===== src/adms_pkg.sv =====
package adms_pkg;

	// Serial command codes.
	localparam logic [15:0] CMD_STANDBY = 16'h0022;
	localparam logic [15:0] CMD_WAKEUP = 16'h0033;

	// Register byte offsets.
	localparam logic [7:0] OFS_CHOP_CFG = 8'h00;
	localparam logic [7:0] OFS_CLOCK = 8'h04;
	localparam logic [7:0] OFS_DETECT_CFG = 8'h08;
	localparam logic [7:0] OFS_DETECT_UPPER = 8'h0c;
	localparam logic [7:0] OFS_DETECT_LOWER = 8'h10;
	localparam logic [7:0] OFS_STATUS = 8'h14;
	localparam logic [7:0] OFS_SERIAL_CMD = 8'h18;
	localparam logic [7:0] OFS_RESULT = 8'h1c;

	// Chop configuration fields.
	localparam int CHOP_EN_POS = 0;
	localparam int CHOP_DLY_LSB = 4;
	localparam int DC_TEST_POS = 8;
	// Clock register fields.
	localparam int CH_EN_LSB = 0;
	localparam int PWR_LSB = 8;
	localparam int OSR_LSB = 12;
	// Detect configuration fields.
	localparam int DET_EN_POS = 0;
	localparam int DET_ALL_POS = 1;
	localparam int DET_LEN_LSB = 4;
	localparam int DET_NUM_LSB = 8;

	// Reset values.
	localparam logic [31:0] CHOP_CFG_RST = 32'h0000_0000;
	localparam logic [31:0] CLOCK_RST = 32'h0000_2207;
	localparam logic [31:0] DETECT_CFG_RST = 32'h0000_0000;
	localparam logic [23:0] DETECT_LEVEL_RST = 24'h000000;

	// Timing counts in modulator periods; CHOP_PASSES counts conversions per chop phase.
	localparam int WAKE_SETTLE_MOD = 8;
	localparam int FIRST_EXTRA_MOD = 44;
	localparam int CHOP_PASSES = 3;
	// Internal oscillator divider: 50 MHz / 2.7 kSPS, rounded down.
	localparam int DETECT_RATE_HZ = 2700;
	localparam int CLK_HZ = 50_000_000;
	localparam int DETECT_DIV = CLK_HZ / DETECT_RATE_HZ;

	typedef enum logic [1:0] {
		HIGH_RESOLUTION_LEVEL,
		REDUCED_POWER_LEVEL,
		MINIMUM_POWER_LEVEL,
		RESERVED_LEVEL
	} adms_power_type;

	// APB request bundle.
	typedef struct packed {
		logic psel;
		logic penable;
		logic pwrite;
		logic [7:0] paddr;
		logic [31:0] pwdata;
	} adms_apb_req_type;

endpackage


===== src/adc_mode_sequencer.sv =====
`timescale 1ns/1ps
// How it works
// - Chop enable bit set cancels offset using opposite-polarity conversion pairs.
// - Normal then inverted polarity; output mean of each overlapping adjacent pair.
// - Filter restarts at each swap; three internal conversions per chopped result.
// - Settling delay after each swap chosen by four-bit field, 2 to 65536.
// - Steady chop period equals delay plus three times oversampling ratio.
// - Result-ready falls each time a new chopped result is available.
// - With chop enabled, sync falling edge or oversampling-ratio change restarts all channels together.
// - First result after restart needs two full intervals plus 44 periods.
// - Phase calibration is ignored and treated as off during chop.
// - Two-bit power field selects high-resolution, low or minimum power.
// - Standby command disables channels, powers down, keeps all registers.
// - Wakeup command leaves standby; sampling starts eight periods after clock.
// - Short sync low pulse in standby only enters current-detect mode.
// - Detect mode takes configured samples near 2.7 kSPS, compares absolute value.
// - Enough hits signal result-ready falling edge then return to standby.
// - Detect mode runs from internal oscillator; conversions never reach the host.
// - Detect level is 24 bits in upper and lower registers plus enable.
// - Three-bit sample-count field sets samples per pass, 128 to 3584.
// - Three-bit hit-count field sets exceedances needed for a detection.
// - All-channels bit requires every enabled channel, else any enabled one.
// - Sync held low past threshold resets device until pin returns high.
module adms_sequencer #(
	parameter int CHANNELS = 3,
	parameter int RESET_PULSE_THRESHOLD = 4096,
	parameter logic [31:0] MOD_DIV = 32'd2,
	parameter logic [16:0] SETTLE_LUT [16] = '{17'd2, 17'd4, 17'd8, 17'd16, 17'd32,
		17'd64, 17'd128, 17'd256, 17'd512, 17'd1024, 17'd2048, 17'd4096, 17'd8192,
		17'd16384, 17'd32768, 17'd65536},
	parameter logic [11:0] SAMPLE_LUT [8] = '{12'd128, 12'd256, 12'd512, 12'd768,
		12'd1280, 12'd1792, 12'd2560, 12'd3584},
	parameter logic [11:0] HIT_LUT [8] = '{12'd1, 12'd2, 12'd4, 12'd8, 12'd16, 12'd32,
		12'd64, 12'd128}
) (
	input wire logic core_clk, // System clock, 50 MHz.
	input wire logic srst, // Synchronous reset, active high.
	input wire logic psel, // APB select.
	input wire logic penable, // APB enable.
	input wire logic pwrite, // APB direction.
	input wire logic [7:0] paddr, // APB byte address.
	input wire logic [31:0] pwdata, // APB write data.
	output logic [31:0] prdata, // APB read data.
	output logic pready, // APB ready.
	output logic pslverr, // APB error on unmapped address.
	input wire logic syncResetN, // Sync/reset pin, asynchronous.
	input wire logic modClockRun, // Master clock toggling indication, asynchronous.
	input wire logic convDone, // Filter conversion complete strobe.
	input wire logic signed [23:0] convData [CHANNELS], // Raw filter outputs.
	output logic filterRestart, // Filter reset request pulse.
	output logic polarityInvert, // Input polarity, high when swapped.
	output logic modulatorRun, // Modulator sampling enable.
	output logic internalOscOn, // Internal oscillator enable.
	output logic [CHANNELS-1:0] channelActive, // Channel power enables.
	output logic [1:0] powerLevel, // Power level to analog front end.
	output logic phaseCalEnable, // Phase calibration permitted.
	output logic dcTestSelect, // DC test signal routed to inputs.
	output logic resultReadyN, // Result-ready pin, active low.
	output logic deviceResetActive // Device held in reset by the pin.
);
	typedef enum logic [2:0] {
		ST_IDLE, ST_SETTLE, ST_CONVERT, ST_STANDBY, ST_WAKE, ST_DETECT
	} adms_state_type;

	adms_state_type state_reg, state_next;
	logic [31:0] chopCfg_reg, clock_reg, detectCfg_reg;
	logic [23:0] levelUpper_reg, levelLower_reg;
	logic [1:0] syncMeta_reg, clkMeta_reg;
	logic syncOld_reg;
	logic [31:0] lowCount_reg;
	logic [31:0] modDiv_reg;
	logic [17:0] settle_reg;
	logic [1:0] pass_reg;
	logic firstDone_reg;
	logic signed [24:0] prevResult_reg [CHANNELS];
	logic [23:0] result_reg [CHANNELS];
	logic [31:0] detDiv_reg;
	logic [11:0] sampleCnt_reg;
	logic [11:0] hitCnt_reg [CHANNELS];
	logic readyN_reg;
	logic [6:0] extra_reg;
	logic [3:0] wakeCnt_reg;

	// Pin inputs pass two flops; only the second stage is read.
	wire syncPin = syncMeta_reg[1];
	wire clkRunning = clkMeta_reg[1];
	wire syncFall = syncOld_reg & ~syncPin;
	wire syncRise = ~syncOld_reg & syncPin;
	wire longLow = ~syncPin && lowCount_reg >= RESET_PULSE_THRESHOLD;
	wire modTick = modDiv_reg == MOD_DIV - 32'd1;

	// Register decode.
	wire apbAccess = psel & penable;
	wire apbWrite = apbAccess & pwrite;
	wire hitChop = paddr == adms_pkg::OFS_CHOP_CFG;
	wire hitClock = paddr == adms_pkg::OFS_CLOCK;
	wire hitDetCfg = paddr == adms_pkg::OFS_DETECT_CFG;
	wire hitUpper = paddr == adms_pkg::OFS_DETECT_UPPER;
	wire hitLower = paddr == adms_pkg::OFS_DETECT_LOWER;
	wire hitStatus = paddr == adms_pkg::OFS_STATUS;
	wire hitCmd = paddr == adms_pkg::OFS_SERIAL_CMD;
	wire hitResult = paddr == adms_pkg::OFS_RESULT;
	wire mapped = hitChop | hitClock | hitDetCfg | hitUpper | hitLower | hitStatus | hitCmd
		| hitResult;
	wire cmdStandby = apbWrite & hitCmd & pwdata[15:0] == adms_pkg::CMD_STANDBY;
	wire cmdWakeup = apbWrite & hitCmd & pwdata[15:0] == adms_pkg::CMD_WAKEUP;
	wire osrWrite = apbWrite & hitClock &
		pwdata[adms_pkg::OSR_LSB +: 4] != clock_reg[adms_pkg::OSR_LSB +: 4];

	// Field views.
	wire chopOn = chopCfg_reg[adms_pkg::CHOP_EN_POS];
	wire [3:0] delayCode = chopCfg_reg[adms_pkg::CHOP_DLY_LSB +: 4];
	wire [CHANNELS-1:0] chEn = clock_reg[adms_pkg::CH_EN_LSB +: CHANNELS];
	wire [3:0] osrCode = clock_reg[adms_pkg::OSR_LSB +: 4];
	// Oversampling ratio is 128 shifted left by the low three bits of the code.
	wire [17:0] oversampling_ratio = 18'd128 << osrCode[2:0];
	wire detEn = detectCfg_reg[adms_pkg::DET_EN_POS];
	wire detAll = detectCfg_reg[adms_pkg::DET_ALL_POS];
	wire [16:0] settleLen = SETTLE_LUT[delayCode];
	wire [11:0] sampleLen = SAMPLE_LUT[detectCfg_reg[adms_pkg::DET_LEN_LSB +: 3]];
	wire [11:0] hitLen = HIT_LUT[detectCfg_reg[adms_pkg::DET_NUM_LSB +: 3]];
	wire [23:0] level = {levelUpper_reg[15:0], levelLower_reg[7:0]};
	wire detTick = detDiv_reg == 32'(adms_pkg::DETECT_DIV - 1);

	// Per-channel threshold compare on absolute values.
	logic [CHANNELS-1:0] overLevel, hitMet;
	always_comb begin
		for (int i = 0; i < CHANNELS; i++) begin
			overLevel[i] = (convData[i][23] ? 24'(-convData[i]) : 24'(convData[i])) > level;
			hitMet[i] = hitCnt_reg[i] >= hitLen;
		end
	end
	wire detectHit = detAll ? ((hitMet & chEn) == chEn && chEn != '0) : |(hitMet & chEn);

	// Sequencer next state.
	always_comb begin
		state_next = state_reg;
		case (state_reg)
			ST_IDLE: state_next = chopOn ? ST_SETTLE : ST_IDLE;
			ST_SETTLE: if (settle_reg == '0) begin
				state_next = ST_CONVERT;
			end
			ST_CONVERT: if (!chopOn) begin
				state_next = ST_IDLE;
			end
			ST_STANDBY: if (syncRise && detEn) begin
				state_next = ST_DETECT;
			end else if (cmdWakeup) begin
				state_next = ST_WAKE;
			end
			ST_WAKE: if (clkRunning && wakeCnt_reg == 4'(adms_pkg::WAKE_SETTLE_MOD)) begin
				state_next = ST_IDLE;
			end
			ST_DETECT: if (detectHit || sampleCnt_reg >= sampleLen) begin
				state_next = ST_STANDBY;
			end
			default: state_next = ST_IDLE;
		endcase
		if (cmdStandby && state_reg != ST_DETECT) begin
			state_next = ST_STANDBY;
		end
	end

	// Pin synchronisers and low-time counter.
	always_ff @(posedge core_clk) begin
		syncMeta_reg <= {syncMeta_reg[0], syncResetN};
		clkMeta_reg <= {clkMeta_reg[0], modClockRun};
		syncOld_reg <= syncPin;
		lowCount_reg <= syncPin ? 32'd0 : lowCount_reg + (longLow ? 32'd0 : 32'd1);
	end

	// Registers keep their values across standby; only reset clears them.
	always_ff @(posedge core_clk) begin
		if (srst || longLow) begin
			chopCfg_reg <= adms_pkg::CHOP_CFG_RST;
			clock_reg <= adms_pkg::CLOCK_RST;
			detectCfg_reg <= adms_pkg::DETECT_CFG_RST;
			levelUpper_reg <= adms_pkg::DETECT_LEVEL_RST;
			levelLower_reg <= adms_pkg::DETECT_LEVEL_RST;
		end else if (apbWrite) begin
			if (hitChop) chopCfg_reg <= pwdata;
			if (hitClock) clock_reg <= pwdata;
			if (hitDetCfg) detectCfg_reg <= pwdata;
			if (hitUpper) levelUpper_reg <= {8'h00, pwdata[15:0]};
			if (hitLower) levelLower_reg <= {16'h0000, pwdata[7:0]};
		end
	end

	// Chop sequencing: settle, three passes, average the pair.
	always_ff @(posedge core_clk) begin
		if (srst || longLow) begin
			state_reg <= ST_IDLE;
			modDiv_reg <= '0;
			settle_reg <= '0;
			pass_reg <= '0;
			firstDone_reg <= 1'b0;
			polarityInvert <= 1'b0;
			filterRestart <= 1'b0;
			readyN_reg <= 1'b1;
			extra_reg <= '0;
			wakeCnt_reg <= '0;
			detDiv_reg <= '0;
			sampleCnt_reg <= '0;
			for (int i = 0; i < CHANNELS; i++) begin
				prevResult_reg[i] <= '0;
				result_reg[i] <= '0;
				hitCnt_reg[i] <= '0;
			end
		end else begin
			state_reg <= state_next;
			modDiv_reg <= modTick ? 32'd0 : modDiv_reg + 32'd1;
			filterRestart <= 1'b0;
			readyN_reg <= 1'b1;
			if (state_reg == ST_WAKE && clkRunning && modTick) begin
				wakeCnt_reg <= wakeCnt_reg + 4'd1;
			end else if (state_reg != ST_WAKE) begin
				wakeCnt_reg <= '0;
			end
			// synchronous restart
			// A standby command in the same cycle wins over a restart.
			if (chopOn && (syncFall || osrWrite) && state_reg != ST_STANDBY && !cmdStandby) begin
				state_reg <= ST_SETTLE;
				settle_reg <= 18'(settleLen);
				pass_reg <= '0;
				firstDone_reg <= 1'b0;
				polarityInvert <= 1'b0;
				filterRestart <= 1'b1;
				extra_reg <= 7'(adms_pkg::FIRST_EXTRA_MOD);
			end else if (state_reg == ST_IDLE && chopOn) begin
				settle_reg <= 18'(settleLen);
				filterRestart <= 1'b1;
				extra_reg <= 7'(adms_pkg::FIRST_EXTRA_MOD);
			end else if (state_reg == ST_SETTLE && modTick && settle_reg != '0) begin
				settle_reg <= settle_reg - 18'd1;
			end else if (state_reg == ST_CONVERT && convDone) begin
				if (pass_reg == 2'(adms_pkg::CHOP_PASSES - 1)) begin
					pass_reg <= '0;
					filterRestart <= 1'b1;
					polarityInvert <= ~polarityInvert;
					settle_reg <= 18'(settleLen);
					if (!cmdStandby) begin
						state_reg <= ST_SETTLE;
					end
					for (int i = 0; i < CHANNELS; i++) begin
						prevResult_reg[i] <= polarityInvert ? -25'(convData[i]) : 25'(convData[i]);
						result_reg[i] <= 24'((prevResult_reg[i] + (polarityInvert ?
							-25'(convData[i]) : 25'(convData[i]))) >>> 1);
					end
					firstDone_reg <= 1'b1;
					if (firstDone_reg && extra_reg == '0) begin
						readyN_reg <= 1'b0;
					end
				end else begin
					pass_reg <= pass_reg + 2'd1;
				end
			end
			if (firstDone_reg && extra_reg != '0 && modTick) begin
				extra_reg <= extra_reg - 7'd1;
			end
			if (state_reg == ST_DETECT) begin
				detDiv_reg <= detTick ? 32'd0 : detDiv_reg + 32'd1;
				if (detTick) begin
					sampleCnt_reg <= sampleCnt_reg + 12'd1;
					for (int i = 0; i < CHANNELS; i++) begin
						if (overLevel[i] && chEn[i] && !hitMet[i]) begin
							hitCnt_reg[i] <= hitCnt_reg[i] + 12'd1;
						end
					end
				end
				if (detectHit) begin
					readyN_reg <= 1'b0;
				end
			end else begin
				detDiv_reg <= '0;
				sampleCnt_reg <= '0;
				for (int i = 0; i < CHANNELS; i++) begin
					hitCnt_reg[i] <= '0;
				end
			end
		end
	end

	// Front-end controls.
	wire inStandby = state_reg == ST_STANDBY;
	assign channelActive = (inStandby || state_reg == ST_WAKE) ? '0 : chEn;
	assign modulatorRun = state_reg inside {ST_IDLE, ST_SETTLE, ST_CONVERT};
	assign internalOscOn = state_reg == ST_DETECT;
	assign powerLevel = clock_reg[adms_pkg::PWR_LSB +: 2];
	assign phaseCalEnable = ~chopOn;
	assign dcTestSelect = chopCfg_reg[adms_pkg::DC_TEST_POS] & ~chopOn;
	assign resultReadyN = readyN_reg;
	assign deviceResetActive = longLow;

	// APB answers in the access cycle; detect conversions are never readable.
	assign pready = 1'b1;
	assign pslverr = apbAccess & ~mapped;
	always_ff @(posedge core_clk) begin
		if (srst) begin
			prdata <= '0;
		end else if (psel && !penable && !pwrite) begin
			prdata <= hitChop ? chopCfg_reg : hitClock ? clock_reg : hitDetCfg ? detectCfg_reg
				: hitUpper ? {8'h00, levelUpper_reg} : hitLower ? {8'h00, levelLower_reg}
				: hitStatus ? {28'h0, polarityInvert, 3'(state_reg)}
				: hitResult ? {8'h00, result_reg[0]} : 32'h0000_0000;
		end
	end
endmodule // adms_sequencer


===== config.mk =====
export PLATFORM = sky130hd
export DESIGN_NAME = adms_sequencer
export DESIGN_NICKNAME = d
export VERILOG_FILES = /design/src/adms_pkg.sv /design/src/adc_mode_sequencer.sv
export SDC_FILE = /design/constraint.sdc
export NUM_CORES = 1
export LEC_CHECK = 0
export BUFFER_PORTS_ARGS = -buffer_cell sky130_fd_sc_hd__buf_4
export CORE_AREA = 2 2 230 232
export DETAILED_ROUTE_END_ITERATION = 10
export DIE_AREA = 0 0 232 234
export SLEW_MARGIN = 25
export SYNTH_ARGS = -nofsm -noshare
export SYNTH_HDL_FRONTEND = slang
export SYNTH_SLANG_ARGS = --single-unit

===== constraint.sdc =====
create_clock -name core_clk -period 18.2 [get_ports core_clk]
set_clock_uncertainty 0.15 [all_clocks]
set_input_delay 3.64 -clock core_clk [delete_from_list [all_inputs] [get_ports core_clk]]
set_output_delay 3.64 -clock core_clk [all_outputs]
set_load 0.05 [all_outputs]

# == Yosys cells after proc, flatten, opt, wreduce, memory -nomap -nowiden ==
# Memories as Yosys holds them, arrays and structs flattened.
# Cells that the tools add are included.
# Widths: inputs -> output; s select.
# word_totals
register_bits,303
mem_bits_rw,183
romBits,464
elab_cells,287
memories,6
# op_classes
n_addsub,20
order_cmp,11
eq_ne,23
muxes,97
bitwise_logic,42
n_reduce_logical,64
# mem_list
name,words,width,read_ports,rd_ports_with_merged_regs,wr,line,source
(no name shown),16,17,1,0,0,adc_mode_sequencer.sv:119,wire [16:0] settleLen = SETTLE_LUT[delayCode];
(no name shown),8,12,1,0,0,adc_mode_sequencer.sv:121,wire [11:0] hitLen = HIT_LUT[detectCfg_reg[adms_pkg::DET_NUM_LSB +: 3]];
(no name shown),8,12,1,0,0,adc_mode_sequencer.sv:120,wire [11:0] sampleLen = SAMPLE_LUT[detectCfg_reg[adms_pkg::DET_LEN_LSB +: 3]];
prevResult_reg,3,25,3,0,3,adc_mode_sequencer.sv:75,logic signed [24:0] prevResult_reg [CHANNELS];
result_reg,3,24,1,0,3,adc_mode_sequencer.sv:76,logic [23:0] result_reg [CHANNELS];
hitCnt_reg,3,12,3,0,3,adc_mode_sequencer.sv:79,logic [11:0] hitCnt_reg [CHANNELS];
# ops
operator,count
$mux 24,10
$mux 25,6
$mux 12,10
$mux 32,3
$add 25x25->25,3
$neg 24->25,3
$gt 24x24->1,3
$neg 24->24,3
$mux 17,4
$add 32x1->32 const B,2
$mux 18,3
$add 12x1->12 const B,4
$ge 12x12->1,4
$mux 1,41
$mux 3,13
$add 32x1->32,1
$eq 16x6->1 const B,2
$eq 32x1->1 const B,1
$eq 32x15->1 const B,1
$eq 8x5->1 const B,4
$ge 32x13->1 const B,1
$logic_and 1x1->1,25
$mux 7,3
$or 1x1->1,19
other kinds (41),88

# == Logic depth before layout (Yosys ltp) ==
# depth
word_depth,19
ltp_mapped,18
ltp_nobuf,17

# == Worst setup path after synthesis ==
# No wires, ideal clock.
# synth_path
path_type,input to register
from,input port paddr[2]
to,memory prevResult_reg[0][0] (enable)
setup_ns,0.523
arrival_time_ns,8.145
slack_ns,9.382
cell_stages,5
path_buffers,0
cell_sequence,nor4_4 nand4_1 nor4_4 nor3_1 o21ai_0
# synth_rtl
item,line,source
from (decl),adc_mode_sequencer.sv:41,"input wire logic [7:0] paddr,"
to (decl),adc_mode_sequencer.sv:75,

# == Worst setup path after layout ==
# layout_path
from,input port paddr[1]
to,output port pslverr
# layout_via
elab_chain_cells,10
# layout_lines
item,line,source
$eq 8x3->1 / $logic_not 8->1 (equally long branches),"adc_mode_sequencer.sv:96, adc_mode_sequencer.sv:95",
$or 1x1->1 (6 in a row),adc_mode_sequencer.sv:103,wire mapped = hitChop | hitClock | hitDetCfg | hitUpper | hitLower | hitStatus | hitCmd
$or 1x1->1 (*),adc_mode_sequencer.sv:104,| hitResult;
$not 1->1 (*),adc_mode_sequencer.sv:296,assign pslverr = apbAccess & ~mapped;
$and 1x1->1 (*),adc_mode_sequencer.sv:296,
to (decl),adc_mode_sequencer.sv:45,"output logic pslverr,"
# Mark *: on every way between the ends. The rest lies on a longest branch, timed or not.

==> results.py <==
metrics = {
    "placement": {
        "place.port_buffers": 165,
        "globalplace.congestion": 0.899,
        "area_after_detailed_placement_um2": 24300,
        "hpwl_after_detailed_placement_mm": 47.9,
    },
    "clocking": {
        "clk-insertion-delay-late_ns": 0.59,
        "cts-resized-gates": 0,
        "tritoncts": "yes",
        "post_cts_buffers": 0,
        "clock_sink_count": 388,
        "tritoncts.num_buffers": 44,
        "cts-hold-fix-buffers": 0,
        "cts.clk_slew.worst_paths_ns": 0.05,
        "clock_tree.buffer_depth": 3,
        "root_buffer": "sky130_fd_sc_hd__clkbuf_16",
        "htree_levels": 2,
    },
    "power_and_ir_drop": {
        "combinational_share_of_power_pct": 9.5,
        "post-layout-total-power_w": 0.00200,
        "ir_drop_mv": 0.0569,
        "clkPwrFrac_pct": 45.9,
        "power_per_cell_area_nw_per_um2": 77.6,
        "seq_power_share_pct": 44.6,
        "p_leak_nw": 9.40,
        "power.internal_w": 0.00151,
        "power.net_switching_w": 0.000490,
        "switching_share_pct": 24.5,
    },
    "critical_path": {
        "sum_of_buffers_and_inverters_on_the_critical_path": 2,
        "worst_r2r_path_depth": 8,
        "critical_path.slowest_cell": "sky130_fd_sc_hd__nor2_1",
        "flop_to_flop_setup_slack_ns": 14.40,
        "crit_fanout": 4,
        "critPathKind": "input pin to output port",
        "worstPathArrival_ns": 4.62,
        "worstSetupStartpointType": "input pin",
        "regToRegStartpoint": "lowCount_reg[19]$_SDFF_PP0_",
        "timing.critical_path.cells": "buf_4 > nor2_1 > a21oi_1 > buf_4",
        "worst_path_most_repeated_cell": "sky130_fd_sc_hd__buf_4",
        "critical_path_required_ns": 14.41,
        "critical_path.max_stage_delay_ns": 0.50,
        "setup.worst_path.end_class": "output port",
        "regToRegEndpoint": "hitCnt_reg[0][10]$_SDFFCE_PP0P_",
        "critical-path-top-delay-family": "simple AND/OR/NAND/NOR gates",
    },
    "sta": {
        "post-route-period-util_pct": 46.2,
        "worst_hold_slack_ns": 0.176,
        "relSlewSlack_pct": 31.2,
        "maxClockFrequency_mhz": 119,
        "setup-tns-final_ns": 0,
        "timing_hold_violations_final": 0,
        "worst-slew-pin-transition_ns": 1.03,
        "rsz0062_at_grt": "false",
        "setup_failing_eps_final": 0,
        "final_max_slew_viol_count": 0,
        "post_layout_min_period_ns": 8.41,
    },
    "synth": {
        "synth-seq-cells": 388,
        "syn-instance-count": 2644,
        "synth.yosys.seq_area_share_pct": 38.2,
        "synth-async-reset-ratio_pct": 0,
        "synth.cell_area_um2": 22600,
        "synth_area_leaders": "sky130_fd_sc_hd__dfxtp_1 (27%), sky130_fd_sc_hd__edfxtp_1 (11%), sky130_fd_sc_hd__ha_1 (8.0%)",
        "dominantRegCellSynth": "sky130_fd_sc_hd__dfxtp_1",
        "syn-mean-instance-area_um2": 8.53,
        "synth_fp_nets": 2909,
        "post-synth-top-count-cell": "sky130_fd_sc_hd__nand2_1",
        "netlist.area_leader.share_pct": 26.9,
        "synth_commonest_cells": "sky130_fd_sc_hd__nand2_1 (370), sky130_fd_sc_hd__dfxtp_1 (303), sky130_fd_sc_hd__nor2_1 (245), sky130_fd_sc_hd__a21oi_1 (187), sky130_fd_sc_hd__ha_1 (144)",
        "number_of_enable_flip_flop_cells_after_synthesis": 85,
        "yosys.cell_types.count": 95,
        "synthDominantAreaCellType": "sky130_fd_sc_hd__dfxtp_1",
        "yosys_warnings": 0,
    },
    "route": {
        "postRouteWirelength_mm": 67.1,
        "drc_errors": 0,
        "drtAntennaViolNets": 0,
        "route.detailed.vias_per_inst": 5.78,
        "via_count": 20000,
        "wire_per_inst_um": 19.4,
        "1st_pass_router_iterations": 5,
        "drtIter0Drc": 1690,
    },
    "grt": {
        "grt_max_degree": 95,
        "antenna_found_initial": 5,
        "grt_pass1_wl_mm": 105,
        "grt_util_all_layers_pct": 24.2,
        "gr-total-overflow": 0,
        "first_global_vias": 18900,
    },
    "layout": {
        "fin_area_um2": 25800,
        "final_core_utilization_pct": 49.6,
        "sequential_cell_area_um2": 8620,
        "largest_register_ff_count": 36,
        "fraction_of_final_layout_cells_with_drive_strength_greater_than_1_pct": 11.0,
        "nets": 3001,
        "nFillCells": 4955,
        "areaGrowthSynthToFinish_pct": 14.3,
        "multi_input_area_um2": 13200,
    },
    "die": {
        "initial_utilization_pct": 43.4,
        "ios": 167,
        "coreArea_um2": 52000,
        "placement_rows": 84,
        "dieArea_um2": 54300,
        "die_x_um": 232,
        "die_y_um": 234,
    },
    "worst_hold_path": {
        "hold_path.startpoint": "syncMeta_reg[0]$_DFF_P_",
        "worstHoldEndpoint": "syncMeta_reg[1]$_DFF_P_",
        "min_delay_path_depth": 0,
        "min_path_type": "flip-flop to flip-flop",
    },
    "run_status": {
        "outcome": "complete, no violations",
    },
    "job": {
        "max_cap_viol_count": 0,
    },
}
## kinds of logic after synthesis
group | after synthesis | share of synthesized area, %
adder cells (fa/ha/maj) | 145 | 8.07
AND/OR/NAND/NOR | 1078 | 23.3
XOR/XNOR | 230 | 8.93
flip-flops | 388 | 38.2
AO/OA/AOI/OAI | 565 | 16.5
buffers and inverters | 208 | 3.74
other | 1 | 0.0166
multiplexers | 29 | 1.30
## power by group through the flow
stage	Combinational, W	Sequential (W)	Clock [W]
2_1_floorplan	0.000108	0.000921	0
3_3_place_gp	0.000183	0.000911	0
3_5_place_dp	0.000189	0.000911	0
4_1_cts	0.000189	0.000892	0.000937
5_1_grt	0.000210	0.000893	0.000971
6_report	0.000190	0.000893	0.000918
## worst max-delay path by stage
stage | from | endpoint | slack (ns) | depth (start not counted)
floorplan | paddr[2] | prevResult_reg[0][0]$_SDFFCE_PN0P_ | 9.38 | 5
global placement | paddr[1] | pslverr | 9.79 | 4
detailed placement | convData[48] | hitCnt_reg[0][10]$_SDFFCE_PP0P_ | 9.77 | 17
CTS | paddr[1] | pslverr | 9.79 | 4
global route | paddr[1] | pslverr | 9.77 | 4
finish | paddr[1] | pslverr | 9.79 | 4
## cell type report
| cell class | instances | share of cell area (%) |
|---|---|---|
| diodes | 2 | 0.0194 |
| flip-flops and latches | 388 | 33.4 |
| well taps | 688 | 3.34 |
| clock inverters | 16 | 0.674 |
| clock buffers | 65 | 5.13 |
| multi-input cells | 2048 | 51.0 |
| inverters | 68 | 0.990 |
| repair buffers | 186 | 5.41 |
## routing by layer
metal | vias up | track usage [%] | share of wire (%) | routed length (um)
met5 | - | 0 | 0.085 | 57
met4 | 8 | 9.35 | 3.5 | 2370
met3 | 125 | 4.12 | 6.6 | 4440
met2 | 593 | 39.1 | 45 | 30300
met1 | 9591 | 32.3 | 45 | 29900
li1 | 9697 | - | - | -
## worst reg2reg max path, delay by kind of cell (launching register included)
kind | cells | cell delay, ns
AND/OR/NAND/NOR | 5 | 2.09
buffers and inverters | 1 | 0.31
flip-flops | 1 | 0.36
AO/OA/AOI/OAI | 2 | 0.55
## per-stage QoR
stage,worst slack [ns],cells
after detailed placement,9.77,3378
after global placement,9.79,3378
after floorplan,9.38,2644
final,9.79,3461
after CTS,9.79,3459
after global routing,9.77,3459
## cell usage in the layout (no fill, tap or decap), drive strengths merged, types with 34 or more instances in the layout
cell type | netlist | layout
nor3 | 46 | 46
a211oi | 34 | 34
edfxtp | 85 | 85
xor2 | 91 | 91
xnor2 | 139 | 139
and2 | 47 | 47
buf | 16 | 186
clkbuf | 124 | 65
nand3 | 99 | 99
nor2 | 245 | 245
inv | 68 | 69
a21oi | 189 | 189
nor4 | 34 | 34
a31oi | 48 | 48
nand2 | 371 | 371
dfxtp | 303 | 303
o21ai | 90 | 90
nand4 | 46 | 46
ha | 144 | 144
(Power assumes the default switching activity.)
